$ cat src/rom_defs.vh
// Constants for the regenerative overload monitor: register indices,
// reset values, field positions and timing counts.
// Assumes a 16-bit register port and a 20 MHz core clock.
`ifndef ROM_DEFS_VH
`define ROM_DEFS_VH

// Register indices, used directly as port addresses.
`define ROM_ADDR_CONFIG 16'h2009
`define ROM_ADDR_DERATE 16'h200a
`define ROM_ADDR_RES 16'h200b
`define ROM_ADDR_POWER 16'h200c
`define ROM_ADDR_PEAK 16'h200d
`define ROM_ADDR_DUR 16'h200e
`define ROM_ADDR_IRQ_STAT 16'h2020
`define ROM_ADDR_IRQ_MASK 16'h2021
`define ROM_ADDR_CTRL 16'h2022
`define ROM_ADDR_RATE_LO 16'h2023
`define ROM_ADDR_RATE_HI 16'h2024
`define ROM_ADDR_STATE 16'h2025

// Reset values.
`define ROM_RST_CONFIG 16'h0001
`define ROM_RST_DERATE 16'h0064
`define ROM_RST_RES 16'h0000
`define ROM_RST_POWER 16'h0000
`define ROM_RST_PEAK 16'h0000
`define ROM_RST_DUR 16'h0000

// Resistor configuration value that selects the external resistor.
`define ROM_CFG_EXTERNAL 16'h0001

// Interrupt status and mask bit positions.
`define ROM_IRQ_ALARM 0
`define ROM_IRQ_START 1
`define ROM_IRQ_STOP 2
`define ROM_IRQ_BITS 3

// Control register bit: write one to clear the latched alarm.
`define ROM_CTRL_ALARM_CLR 0

// Bus voltage at which regeneration is active, and its square.
`define ROM_REGEN_VOLTS 16'h0181
`define ROM_REGEN_VOLTS_SQ 18'h24301

// Energy is summed once per millisecond.
`define ROM_CLK_NS 50
`define ROM_TICK_NS 1000000
`define ROM_TICK_CYCLES (`ROM_TICK_NS / `ROM_CLK_NS)

`endif

$ cat src/rom_div.v
// Serial restoring divider that turns the programmed resistance into
// a consumption rate. One quotient bit is produced per clock.
// Assumes start is a one-cycle pulse; a start while busy restarts it.
`timescale 1ns/100ps
`default_nettype none
module rom_div #(
  parameter NW = 18,
  parameter DW = 16
) (
  // Clock and reset
  input wire clk,
  input wire rst_n,
  // Request
  input wire start,
  input wire [NW-1:0] dividend,
  input wire [DW-1:0] divisor,
  // Result
  output reg busy,
  output reg done,
  output reg [NW-1:0] quotient
);
  reg [NW-1:0] num_q;
  reg [DW:0] rem_q;
  reg [DW-1:0] den_q;
  reg [5:0] cnt_q;
  wire [DW:0] rem_sh = {rem_q[DW-1:0], num_q[NW-1]};
  wire [DW:0] diff = rem_sh - {1'b0, den_q};

  always @(posedge clk or negedge rst_n) begin
    if (!rst_n) begin
      busy <= 1'b0;
      done <= 1'b0;
      quotient <= {NW{1'b1}};
      num_q <= {NW{1'b0}};
      rem_q <= {(DW+1){1'b0}};
      den_q <= {DW{1'b0}};
      cnt_q <= 6'h00;
    end else begin
      done <= 1'b0;
      if (start) begin
        num_q <= dividend;
        den_q <= divisor;
        rem_q <= {(DW+1){1'b0}};
        cnt_q <= NW[5:0];
        busy <= 1'b1;
      end else if (busy) begin
        num_q <= {num_q[NW-2:0], ~diff[DW]};
        rem_q <= diff[DW] ? rem_sh : diff;
        cnt_q <= cnt_q - 6'h01;
        if (cnt_q == 6'h01) begin
          busy <= 1'b0;
          done <= 1'b1;
          // A zero resistance gives the largest rate so the limit trips.
          quotient <= (den_q == {DW{1'b0}}) ? {NW{1'b1}} :
            {num_q[NW-2:0], ~diff[DW]};
        end
      end
    end
  end
endmodule
`default_nettype wire

$ cat src/rom_monitor.v
// Regenerative overload monitor: holds the braking resistor settings,
// derives the consumption rate and energy limit, integrates energy
// while the DC bus is regenerating and raises the overload alarm.
// Assumes a synchronous bus voltage sample and a single-cycle register
// port whose read data is consumed in the cycle after the strobe.
`timescale 1ns/100ps
`default_nettype none
`include "rom_defs.vh"

// Notes on behaviour
// - Configuration value one selects the external resistor; resets to one.
// - Resistance in ohms resets to zero; the operator must set it.
// - Continuous power in watts resets to zero; operator writes it too.
// - Regeneration is active at 385 V; rate is 385 squared over resistance.
// - Energy limit is peak power times derating times 0.01 times duration.
// - Alarm rises when accumulated regenerative energy exceeds the limit.
// - Regeneration longer than limit over rate raises the alarm.
// - A smaller derating value lowers the limit so the alarm comes sooner.
module rom_monitor #(
  parameter TICK_CYCLES = `ROM_TICK_CYCLES
) (
  // Clock and reset
  input wire CORE_CLK,
  input wire NRST,
  // Register port
  input wire [15:0] ADDR,
  input wire [15:0] WDATA,
  input wire WR,
  input wire RD,
  output reg [15:0] RDATA,
  // DC bus voltage sample in volts
  input wire [15:0] DC_BUS_VOLTS,
  // Status outputs
  output reg REGEN_ACTIVE,
  output reg REGEN_OVERLOAD_ALARM,
  output reg IRQ
);
  function hit;
    input [15:0] a;
    input [15:0] off;
    begin
      hit = (a == off);
    end
  endfunction

  // Software-visible settings.
  reg [15:0] config_q;
  reg [15:0] derate_q;
  reg [15:0] res_q;
  reg [15:0] power_q;
  reg [15:0] peak_q;
  reg [15:0] dur_q;
  reg [`ROM_IRQ_BITS-1:0] stat_q;
  reg [`ROM_IRQ_BITS-1:0] stat_d;
  reg [`ROM_IRQ_BITS-1:0] mask_q;

  // Integrator state.
  reg [17:0] rate_q;
  reg [41:0] acc_q;
  reg [41:0] acc_d;
  reg active_d;
  reg alarm_d;
  reg div_start_q;
  reg [15:0] rdata_d;

  wire wr_res = WR && hit(ADDR, `ROM_ADDR_RES);
  wire wr_ctrl = WR && hit(ADDR, `ROM_ADDR_CTRL);
  wire alarm_clr = wr_ctrl && WDATA[`ROM_CTRL_ALARM_CLR];
  wire external = (config_q == `ROM_CFG_EXTERNAL);
  wire div_busy;
  wire div_done;
  wire [17:0] div_q;
  wire tick;

  // The tick restarts whenever regeneration is not under way, so every
  // summed millisecond lies inside one continuous burst.
  rom_tick #(
    .N(TICK_CYCLES)
  ) u_tick (
    .clk(CORE_CLK),
    .rst_n(NRST),
    .clr(!REGEN_ACTIVE),
    .tick(tick)
  );

  // Rate recompute is launched the cycle after a resistance write and
  // once after reset; the old rate stays in use until it finishes.
  rom_div #(
    .NW(18),
    .DW(16)
  ) u_div (
    .clk(CORE_CLK),
    .rst_n(NRST),
    .start(div_start_q),
    .dividend(`ROM_REGEN_VOLTS_SQ),
    .divisor(res_q),
    .busy(div_busy),
    .done(div_done),
    .quotient(div_q)
  );

  // Limit in watt-milliseconds times one hundred; the 0.01 factor is
  // moved to the other side of the comparison to avoid a division.
  wire [47:0] limit_x100 = peak_q * derate_q * dur_q;
  wire [48:0] acc_x100 = {1'b0, acc_q, 6'h00} +
    {2'h0, acc_q, 5'h00} + {5'h00, acc_q, 2'h0};
  wire over = acc_x100 > {1'b0, limit_x100};
  wire [42:0] acc_sum = {1'b0, acc_q} + {25'h0000000, rate_q};

  // Settings registers.
  always @(posedge CORE_CLK or negedge NRST) begin
    if (!NRST) begin
      config_q <= `ROM_RST_CONFIG;
      derate_q <= `ROM_RST_DERATE;
      res_q <= `ROM_RST_RES;
      power_q <= `ROM_RST_POWER;
      peak_q <= `ROM_RST_PEAK;
      dur_q <= `ROM_RST_DUR;
      mask_q <= {`ROM_IRQ_BITS{1'b0}};
    end else if (WR) begin
      if (hit(ADDR, `ROM_ADDR_CONFIG)) begin
        config_q <= WDATA;
      end
      if (hit(ADDR, `ROM_ADDR_DERATE)) begin
        derate_q <= WDATA;
      end
      if (hit(ADDR, `ROM_ADDR_RES)) begin
        res_q <= WDATA;
      end
      if (hit(ADDR, `ROM_ADDR_POWER)) begin
        power_q <= WDATA;
      end
      if (hit(ADDR, `ROM_ADDR_PEAK)) begin
        peak_q <= WDATA;
      end
      if (hit(ADDR, `ROM_ADDR_DUR)) begin
        dur_q <= WDATA;
      end
      if (hit(ADDR, `ROM_ADDR_IRQ_MASK)) begin
        mask_q <= WDATA[`ROM_IRQ_BITS-1:0];
      end
    end
  end

  // Consumption rate, held until a new one is ready.
  always @(posedge CORE_CLK or negedge NRST) begin
    if (!NRST) begin
      div_start_q <= 1'b1;
      rate_q <= {18{1'b1}};
    end else begin
      div_start_q <= wr_res;
      if (div_done) begin
        rate_q <= div_q;
      end
    end
  end

  // Regeneration detection, integration and alarm.
  always @* begin
    active_d = external && (DC_BUS_VOLTS >= `ROM_REGEN_VOLTS);
    acc_d = acc_q;
    if (!REGEN_ACTIVE) begin
      acc_d = 42'h00000000000;
    end else if (tick) begin
      acc_d = acc_sum[42] ? {42{1'b1}} : acc_sum[41:0];
    end
    alarm_d = REGEN_OVERLOAD_ALARM;
    if (alarm_clr) begin
      alarm_d = 1'b0;
    end
    // A fresh overload in the clearing cycle keeps the alarm up.
    if (external && REGEN_ACTIVE && over) begin
      alarm_d = 1'b1;
    end
  end

  always @(posedge CORE_CLK or negedge NRST) begin
    if (!NRST) begin
      REGEN_ACTIVE <= 1'b0;
      REGEN_OVERLOAD_ALARM <= 1'b0;
      acc_q <= 42'h00000000000;
    end else begin
      REGEN_ACTIVE <= active_d;
      REGEN_OVERLOAD_ALARM <= alarm_d;
      acc_q <= acc_d;
    end
  end

  // Sticky interrupt status, cleared by reading it; new events win.
  always @* begin
    stat_d = stat_q;
    if (RD && hit(ADDR, `ROM_ADDR_IRQ_STAT)) begin
      stat_d = {`ROM_IRQ_BITS{1'b0}};
    end
    if (alarm_d && !REGEN_OVERLOAD_ALARM) begin
      stat_d[`ROM_IRQ_ALARM] = 1'b1;
    end
    if (active_d && !REGEN_ACTIVE) begin
      stat_d[`ROM_IRQ_START] = 1'b1;
    end
    if (!active_d && REGEN_ACTIVE) begin
      stat_d[`ROM_IRQ_STOP] = 1'b1;
    end
  end

  always @(posedge CORE_CLK or negedge NRST) begin
    if (!NRST) begin
      stat_q <= {`ROM_IRQ_BITS{1'b0}};
      IRQ <= 1'b0;
    end else begin
      stat_q <= stat_d;
      IRQ <= |(stat_d & mask_q);
    end
  end

  // Read data, presented in the cycle after the strobe only.
  always @* begin
    rdata_d = 16'h0000;
    case (ADDR)
      `ROM_ADDR_CONFIG: rdata_d = config_q;
      `ROM_ADDR_DERATE: rdata_d = derate_q;
      `ROM_ADDR_RES: rdata_d = res_q;
      `ROM_ADDR_POWER: rdata_d = power_q;
      `ROM_ADDR_PEAK: rdata_d = peak_q;
      `ROM_ADDR_DUR: rdata_d = dur_q;
      `ROM_ADDR_IRQ_STAT: rdata_d = {13'h0000, stat_q};
      `ROM_ADDR_IRQ_MASK: rdata_d = {13'h0000, mask_q};
      `ROM_ADDR_RATE_LO: rdata_d = rate_q[15:0];
      `ROM_ADDR_RATE_HI: rdata_d = {14'h0000, rate_q[17:16]};
      `ROM_ADDR_STATE: rdata_d = {12'h000, over, div_busy,
        REGEN_OVERLOAD_ALARM, REGEN_ACTIVE};
      default: rdata_d = 16'h0000;
    endcase
  end

  always @(posedge CORE_CLK or negedge NRST) begin
    if (!NRST) begin
      RDATA <= 16'h0000;
    end else begin
      RDATA <= RD ? rdata_d : 16'h0000;
    end
  end
endmodule
`default_nettype wire

$ cat src/rom_tick.v
// Millisecond tick generator for the energy integrator.
// A clear restarts the period so the first tick of a regeneration
// burst comes one full period after it starts.
`timescale 1ns/100ps
`default_nettype none
module rom_tick #(
  parameter N = 20000
) (
  // Clock and reset
  input wire clk,
  input wire rst_n,
  // Control and output
  input wire clr,
  output reg tick
);
  reg [31:0] cnt_q;

  always @(posedge clk or negedge rst_n) begin
    if (!rst_n) begin
      cnt_q <= 32'h00000000;
      tick <= 1'b0;
    end else if (clr) begin
      cnt_q <= 32'h00000000;
      tick <= 1'b0;
    end else if (cnt_q == N - 1) begin
      cnt_q <= 32'h00000000;
      tick <= 1'b1;
    end else begin
      cnt_q <= cnt_q + 32'h00000001;
      tick <= 1'b0;
    end
  end
endmodule
`default_nettype wire
$ cat config.mk
export PLATFORM = sky130hd
export DESIGN_NAME = rom_monitor
export DESIGN_NICKNAME = d
export VERILOG_FILES = /design/src/rom_div.v /design/src/rom_monitor.v /design/src/rom_tick.v
export VERILOG_INCLUDE_DIRS = /design/src
export SDC_FILE = /design/constraint.sdc
export NUM_CORES = 2
export LEC_CHECK = 0
export ABC_AREA = 1
export BUFFER_PORTS_ARGS = -buffer_cell sky130_fd_sc_hd__buf_2
export CAP_MARGIN = 20
export CORE_ASPECT_RATIO = 0.8
export CORE_UTILIZATION = 55
export CTS_BUF_LIST = sky130_fd_sc_hd__clkbuf_8
export CTS_CLUSTER_SIZE = 16
export DETAILED_ROUTE_END_ITERATION = 8
export PLACE_DENSITY = 0.78
export RECOVER_POWER = 50
export SYNTH_ARGS = -nofsm -noshare
export SYNTH_HDL_FRONTEND = slang
export SYNTH_HIERARCHICAL = 1
export SYNTH_SLANG_ARGS = --single-unit
$ cat constraint.sdc
create_clock -name CORE_CLK -period 11.3 [get_ports CORE_CLK]
set_clock_uncertainty 0.2 [all_clocks]
set_input_delay 0 -clock CORE_CLK [delete_from_list [all_inputs] [get_ports CORE_CLK]]
set_output_delay 0 -clock CORE_CLK [all_outputs]
set_load 0.02 [all_outputs]
; After elaboration in Yosys (flattened, before gate mapping)
; Cells that the tools add are included.
[word_totals]
output_inout_bits = 19
elab_cells = 106
ff_bits = 291
inputBits = 52
[op_classes]
mux = 29
eq_ne = 16
reduce_logical = 24
add_sub_neg = 6
multipliers = 2
bitwise_logic = 3
magnitude_cmp = 2
[ops]
columns = op, n
row1 = $eq 16x14->1 const B, 12
row2 = $pmux 16 s11, 1
row3 = $mux 42, 3
row4 = $mux 16, 4
row5 = $mux 32, 2
row6 = $mux 18, 3
row7 = $add 48x47->49, 1
row8 = $add 49x44->49, 1
row9 = $gt 49x48->1, 1
row10 = $mul 32x16->48, 1
row11 = $add 42x18->43, 1
row12 = $add 32x1->32 const B, 1
row13 = $eq 32x15->1 const B, 1
row14 = $mul 16x16->32, 1
row15 = $sub 17x16->17, 1
row16 = $eq 16x1->1 const B, 1
row17 = $ge 16x9->1 const B, 1
row18 = $logic_not 16->1, 1
row19 = $reduce_and 2->1, 7
row20 = $mux 1, 13
row21 = $mux 6, 2
row22 = $logic_and 1x1->1, 10
row23 = $eq 6x1->1 const B, 1
row24 = $sub 6x1->6 const B, 1
row25 = 8 further kinds, 11

; Logic depth before layout (Yosys ltp)
[logic_depth]
word_depth = 9
ltp_mapped = 67
mapped_depth_nobuf = 65

; Cells and area by module
; Netlist, hierarchy kept.
[modules_own_cells]
columns = mod, seq_area_each_um2, cells_each, instances, area_each_um2
row1 = rom_monitor, 4583.1, 4973, 1, 38738.4
row2 = rom_div, 1924.3, 571, 1, 4367.9
row3 = rom_tick, 825.8, 311, 1, 2077.0

; Worst setup path after synthesis
; Ideal clock, no wire load.
[synth_path]
path_type = register to register
startpoint = register derate_q[2]
endpoint = register RDATA[3]
required_ns = 11.022
path_buffers = 2
setup_slack_ns = -0.651
stages_incl_launch_ff = 58
t_arrival_ns = 11.674
synth_period_minus_slack_ns = 11.951
setup_ns = 0.078
path_cell_list = dfstp_2 -> clkbuf_1 -> clkbuf_1 -> nand2_1 -> fa_1 -> fa_1 -> fa_1 -> fa_1 -> inv_1 -> fa_1 -> inv_1 -> fa_1 -> inv_1 -> ha_1 -> a21o_1 -> a31oi_1 -> o21bai_1 -> a21oi_1 -> (+22 left out) -> xnor2_1 -> ha_1 -> nand2_1 -> nor2_1 -> nand2_1 -> nor2_1 -> nand3_1 -> nor2_1 -> nand2_1 -> nand2_1 -> nand2_1 -> nand2_1 -> nand2_1 -> nand2_1 -> nand2_1 -> a21boi_1 -> nand2_1 -> a21oi_1
[synth_via]
elab_chain_len = 5
[synth_rtl]
columns = element, line
row1 = "start, declared", rom_monitor.v:48  ; reg [15:0] derate_q;
row2 = "start signal, assigned", rom_monitor.v:114  ; derate_q <= `ROM_RST_DERATE;
row3 = $mul 16x16->32, rom_monitor.v:104  ; wire [47:0] limit_x100 = peak_q * derate_q * dur_q;
row4 = $mul 32x16->48, rom_monitor.v:104
row5 = $gt 49x48->1, rom_monitor.v:107  ; wire over = acc_x100 > {1'b0, limit_x100};
row6 = $pmux 16 s11, rom_monitor.v:219  ; case (ADDR)
row7 = $mux 16, rom_monitor.v:240  ; RDATA <= RD ? rdata_d : 16'h0000;
row8 = "end signal, assigned", rom_monitor.v:240
row9 = "end, declared", rom_monitor.v:30  ; output reg [15:0] RDATA,
; Every way passes these cells.
; A chain may end at the register's enable or synchronous reset.

; Final worst setup path
[layout_path]
startpoint = register peak_q[7]
endpoint = register IRQ
[layout_via]
elab_chain_len = 9
[layout_rtl]
columns = element, line
row1 = "start, declared", rom_monitor.v:51  ; reg [15:0] peak_q;
row2 = "start signal, assigned", rom_monitor.v:117  ; peak_q <= `ROM_RST_PEAK;
row3 = $mul 16x16->32, rom_monitor.v:104
row4 = $mul 32x16->48, rom_monitor.v:104
row5 = $gt 49x48->1, rom_monitor.v:107
row6 = $logic_and 1x1->1, rom_monitor.v:172  ; if (external && REGEN_ACTIVE && over) begin
row7 = $mux 1, rom_monitor.v:172
row8 = $logic_and 1x1->1, rom_monitor.v:195  ; if (alarm_d && !REGEN_OVERLOAD_ALARM) begin
row9 = $mux 1, rom_monitor.v:195
row10 = net stat_d[0], rom_monitor.v:54  ; reg [`ROM_IRQ_BITS-1:0] stat_d;
row11 = $and 3x3->3, rom_monitor.v:212  ; IRQ <= |(stat_d & mask_q);
row12 = $reduce_or 3->1, rom_monitor.v:212
row13 = "end signal, assigned", rom_monitor.v:212
row14 = "end, declared", rom_monitor.v:36  ; output reg IRQ
; The timed path passes the listed nets, and every way through them passes these cells.

==> impl_metrics.yaml <==
cells_and_area:
  layout_commonest_cell: "nand2_1"
  final_nets: 7491
  antenna_cells: 0
  most-common-layout-cells: "nand2_1, inv_1, fa_1"
  utilization_pct: 67.49
  seq_area_sq_um: 7360
  area_delta_synth_final_pct: 20.80
  multi_input_area_sq_um: 34810
  fillCellCount: 6491
  fin_area_sq_um: 54580
  drive_gt1_share_pct: 19.92
yosys:
  synth_mux_area_share_pct: 0.07477
  yosys.area_share.simple_pct: 21.16
  synth.top_cell.area_share_pct: 28.93
  yosysWarnings: 6
  ys_dominant_reg_cell: "dfrtp_1"
  synth-edff-count: 0
  synth_compound_area_share_pct: 8.684
  synth_top_cell_by_area: "fa_1"
  synthXorXnorAreaFrac_pct: 2.722
  synth_seq_area_share_pct: 16.23
  async_flop_share_pct: 100.0
  synthTopCellsByArea: "fa_1, dfrtp_1, nand2_1, ha_1, inv_1"
  postSynthCellCount: 5855
  syn_area_sq_um: 45180
  yosys.area_share.adder_pct: 39.29
  ys_ff_latch: 291
  synth_top_family_by_area: "adder cells"
  synth_cell_type_count: 74
  avgSynthCellArea_sq_um: 7.717
timing:
  setup_tns_ns: -3.431
  setup_violations: 4
  max_freq_ghz: 0.08182
  hold_violations: 0
  final_max_slew_viol_count: 352
  post-route-period-util_pct: 108.2
  worst_pin_slew_ns: 4.709
  rsz0062_at_grt: "yes"
  finalCriticalPeriod_ns: 12.22
  slew_headroom_pct: -213.9
  holdWs_ns: 0.1453
  fin_ws_ns: -0.9220
clock_tree:
  cts_buffers: 48
  clk_path_buf_depth: 3
  cts_tree: "built"
  clk_latency_ns: 0.65
  cts_sinks: 291
  htree_levels: 2
  clkTransAtPathRegs_ns: 0.07
  cts_root_buffer: "clkbuf_8"
floorplan:
  die_x_um: 322.5
  initial_core_util_pct: 55.87
  die_area_sq_um: 83310
  die_h_um: 258.4
  pin_count: 71
  rows: 93
  coreArea_sq_um: 80870
detailed_routing:
  drc: 0
  dr.pass1.iters: 6
  vias: 41630
  wl_um: 146600
  initialDrtViolationCount: 3463
  wl_per_cell_um: 19.43
  drtAntennaViolNets: 0
  vias_per_cell: 5.518
placed_design:
  portBuffers: 70
  gp_congestion: 0.9965
  dp_hpwl_um: 117100
  placedInstanceArea_sq_um: 50220
  dpl_worst_slack_ns: -1.308
power:
  p_leak_uw: 0.02808
  power.density_nw_per_um2: 38.07
  ir_drop_v: 0.00008763
critical_path:
  crit_required_ns: 11.62
  critical_path.slowest_cell: "fa_2"
  worstPathArrival_ns: 12.54
  crit_path_max_incr_delay_ns: 0.56
  critPathBufInv: 19
  worstSetupPathType: "flop to flop"
  start_kind: "flop"
  endpoint_kind: "flop"
  cpLargestDelayFamily: "adder cells"
  critical_path_peak_fanout: 5
outcome:
  violations: "capacitance limit, slew limit, setup timing"
  status: "finished, violations left"
global_route:
  grt-ovfl-total: 0
  grtUsageTotal_pct: 35.05
  grt_max_degree: 188
  grt_pass1_vias: 41310
  grt_antenna_before_repair: 5
  grt_pass1_wl_um: 227100
hold_path:
  hp-class: "input port to flop"
job:
  max_cap_violations: 4
## kinds of logic (layout without fill, tap and decap cells)
kind of cell,after synthesis,in the layout
AO/OA/AOI/OAI,678,678
XOR/XNOR,137,138
adder cells (fa/ha/maj),1027,1027
buffers and inverters,1409,1989
flip-flops,291,291
multiplexers,3,3
other,2,18
AND/OR/NAND/NOR,2308,2308
## state kept, by name (all words and copies together) (netlist names), 18 cells and up
signal          cells
acc_q              42
u_div/quotient     18
u_div/num_q        18
rate_q             18
u_tick/cnt_q       32
## final timing paths
kind	end	slack [ns]	start	depth (start not counted)
worst max-delay path	IRQ	-0.92	peak_q[7]	58
worst min-delay path	RDATA[5]	0.15	ADDR[7]	9
worst max register to register	IRQ	-0.92	peak_q[7]	58
worst min register to register	rate_q[12]	0.29	u_div/quotient[12]	2
max in group asynchronous	derate_q[9]	4.63	NRST	4
min in group asynchronous	u_div/quotient[11]	1.19	NRST	3
## layout make-up
type                    count  share of cell area, %
clock buffers              58                  1.462
clock inverters            32                 0.3324
inverters                1206                  8.388
multi-input cells        4172                  63.77
flip-flops and latches    291                  13.48
well taps                1092                  2.503
repair buffers            693                  10.06
## power by group
group	leakage (uW)	internal, uW	switching [uW]	total (uW)
Combinational	0.0237	17.7	51.7	69.4
Clock	0.000577	493	470	963
Sequential	0.00377	1040	0.964	1050
Total	0.0281	1560	523	2080
## worst reg2reg max path, delay by kind of cell (launching register included)
kind	cells	cell delay, ns
simple gates	12	1.42
compound gates	10	1.47
xor+xnor	2	0.33
buf+inv	19	1.62
fa+ha+maj	15	6.59
flops	1	0.44
## cells in the mapped netlist (9+ instances only)
cell and number:
a21o_1 18, a21oi_1 232, a221oi_1 16, a22oi_1 11
a31oi_1 25, buf_2 18, clkbuf_1 173, clkinv_1 14
dfrtp_1 250, dfstp_2 41, fa_1 653, ha_1 374
inv_1 1185, nand2_1 1394, nand2_2 19, nand3_1 201
nand3b_1 13, nand4_1 31, nor2_1 492, nor2_2 12
nor3_1 36, nor4_1 19, o211ai_1 9, o21a_1 11
o21ai_0 265, o21ai_1 10, o21bai_1 13, o221ai_1 17
or2_1 16, or2_2 41, xnor2_1 63, xor2_1 70
## what timing repair did
action | 4_1_cts | 5_1_grt
pin swaps | 142 | 226
resized for setup | 275 | 303
setup endpoints to repair | 4 | 4
buffers inserted | 56 | 37
hold buffers | 44 | 0
endpoints found under the hold margin | 226 | 0
gates cloned | 1 | 0
## stage by stage
stage,cells,total power [uW]
6_report,7544,2078
3_3_place_gp,7321,1123
2_1_floorplan,5871,1075
5_1_grt,7544,2138
4_1_cts,7510,2095
3_5_place_dp,7321,1123
## routing by layer
metal / GRT usage [%] / share of wire, % / wire length (um) / up-vias
met5: 0 / 0.042 / 61 / -
li1: - / - / - / 18970
met2: 53.53 / 44 / 64540 / 2021
met1: 49.92 / 42 / 61480 / 20240
met3: 7.026 / 9.8 / 14390 / 392
met4: 11.64 / 4.2 / 6101 / 8
(Power assumes the default switching activity.)
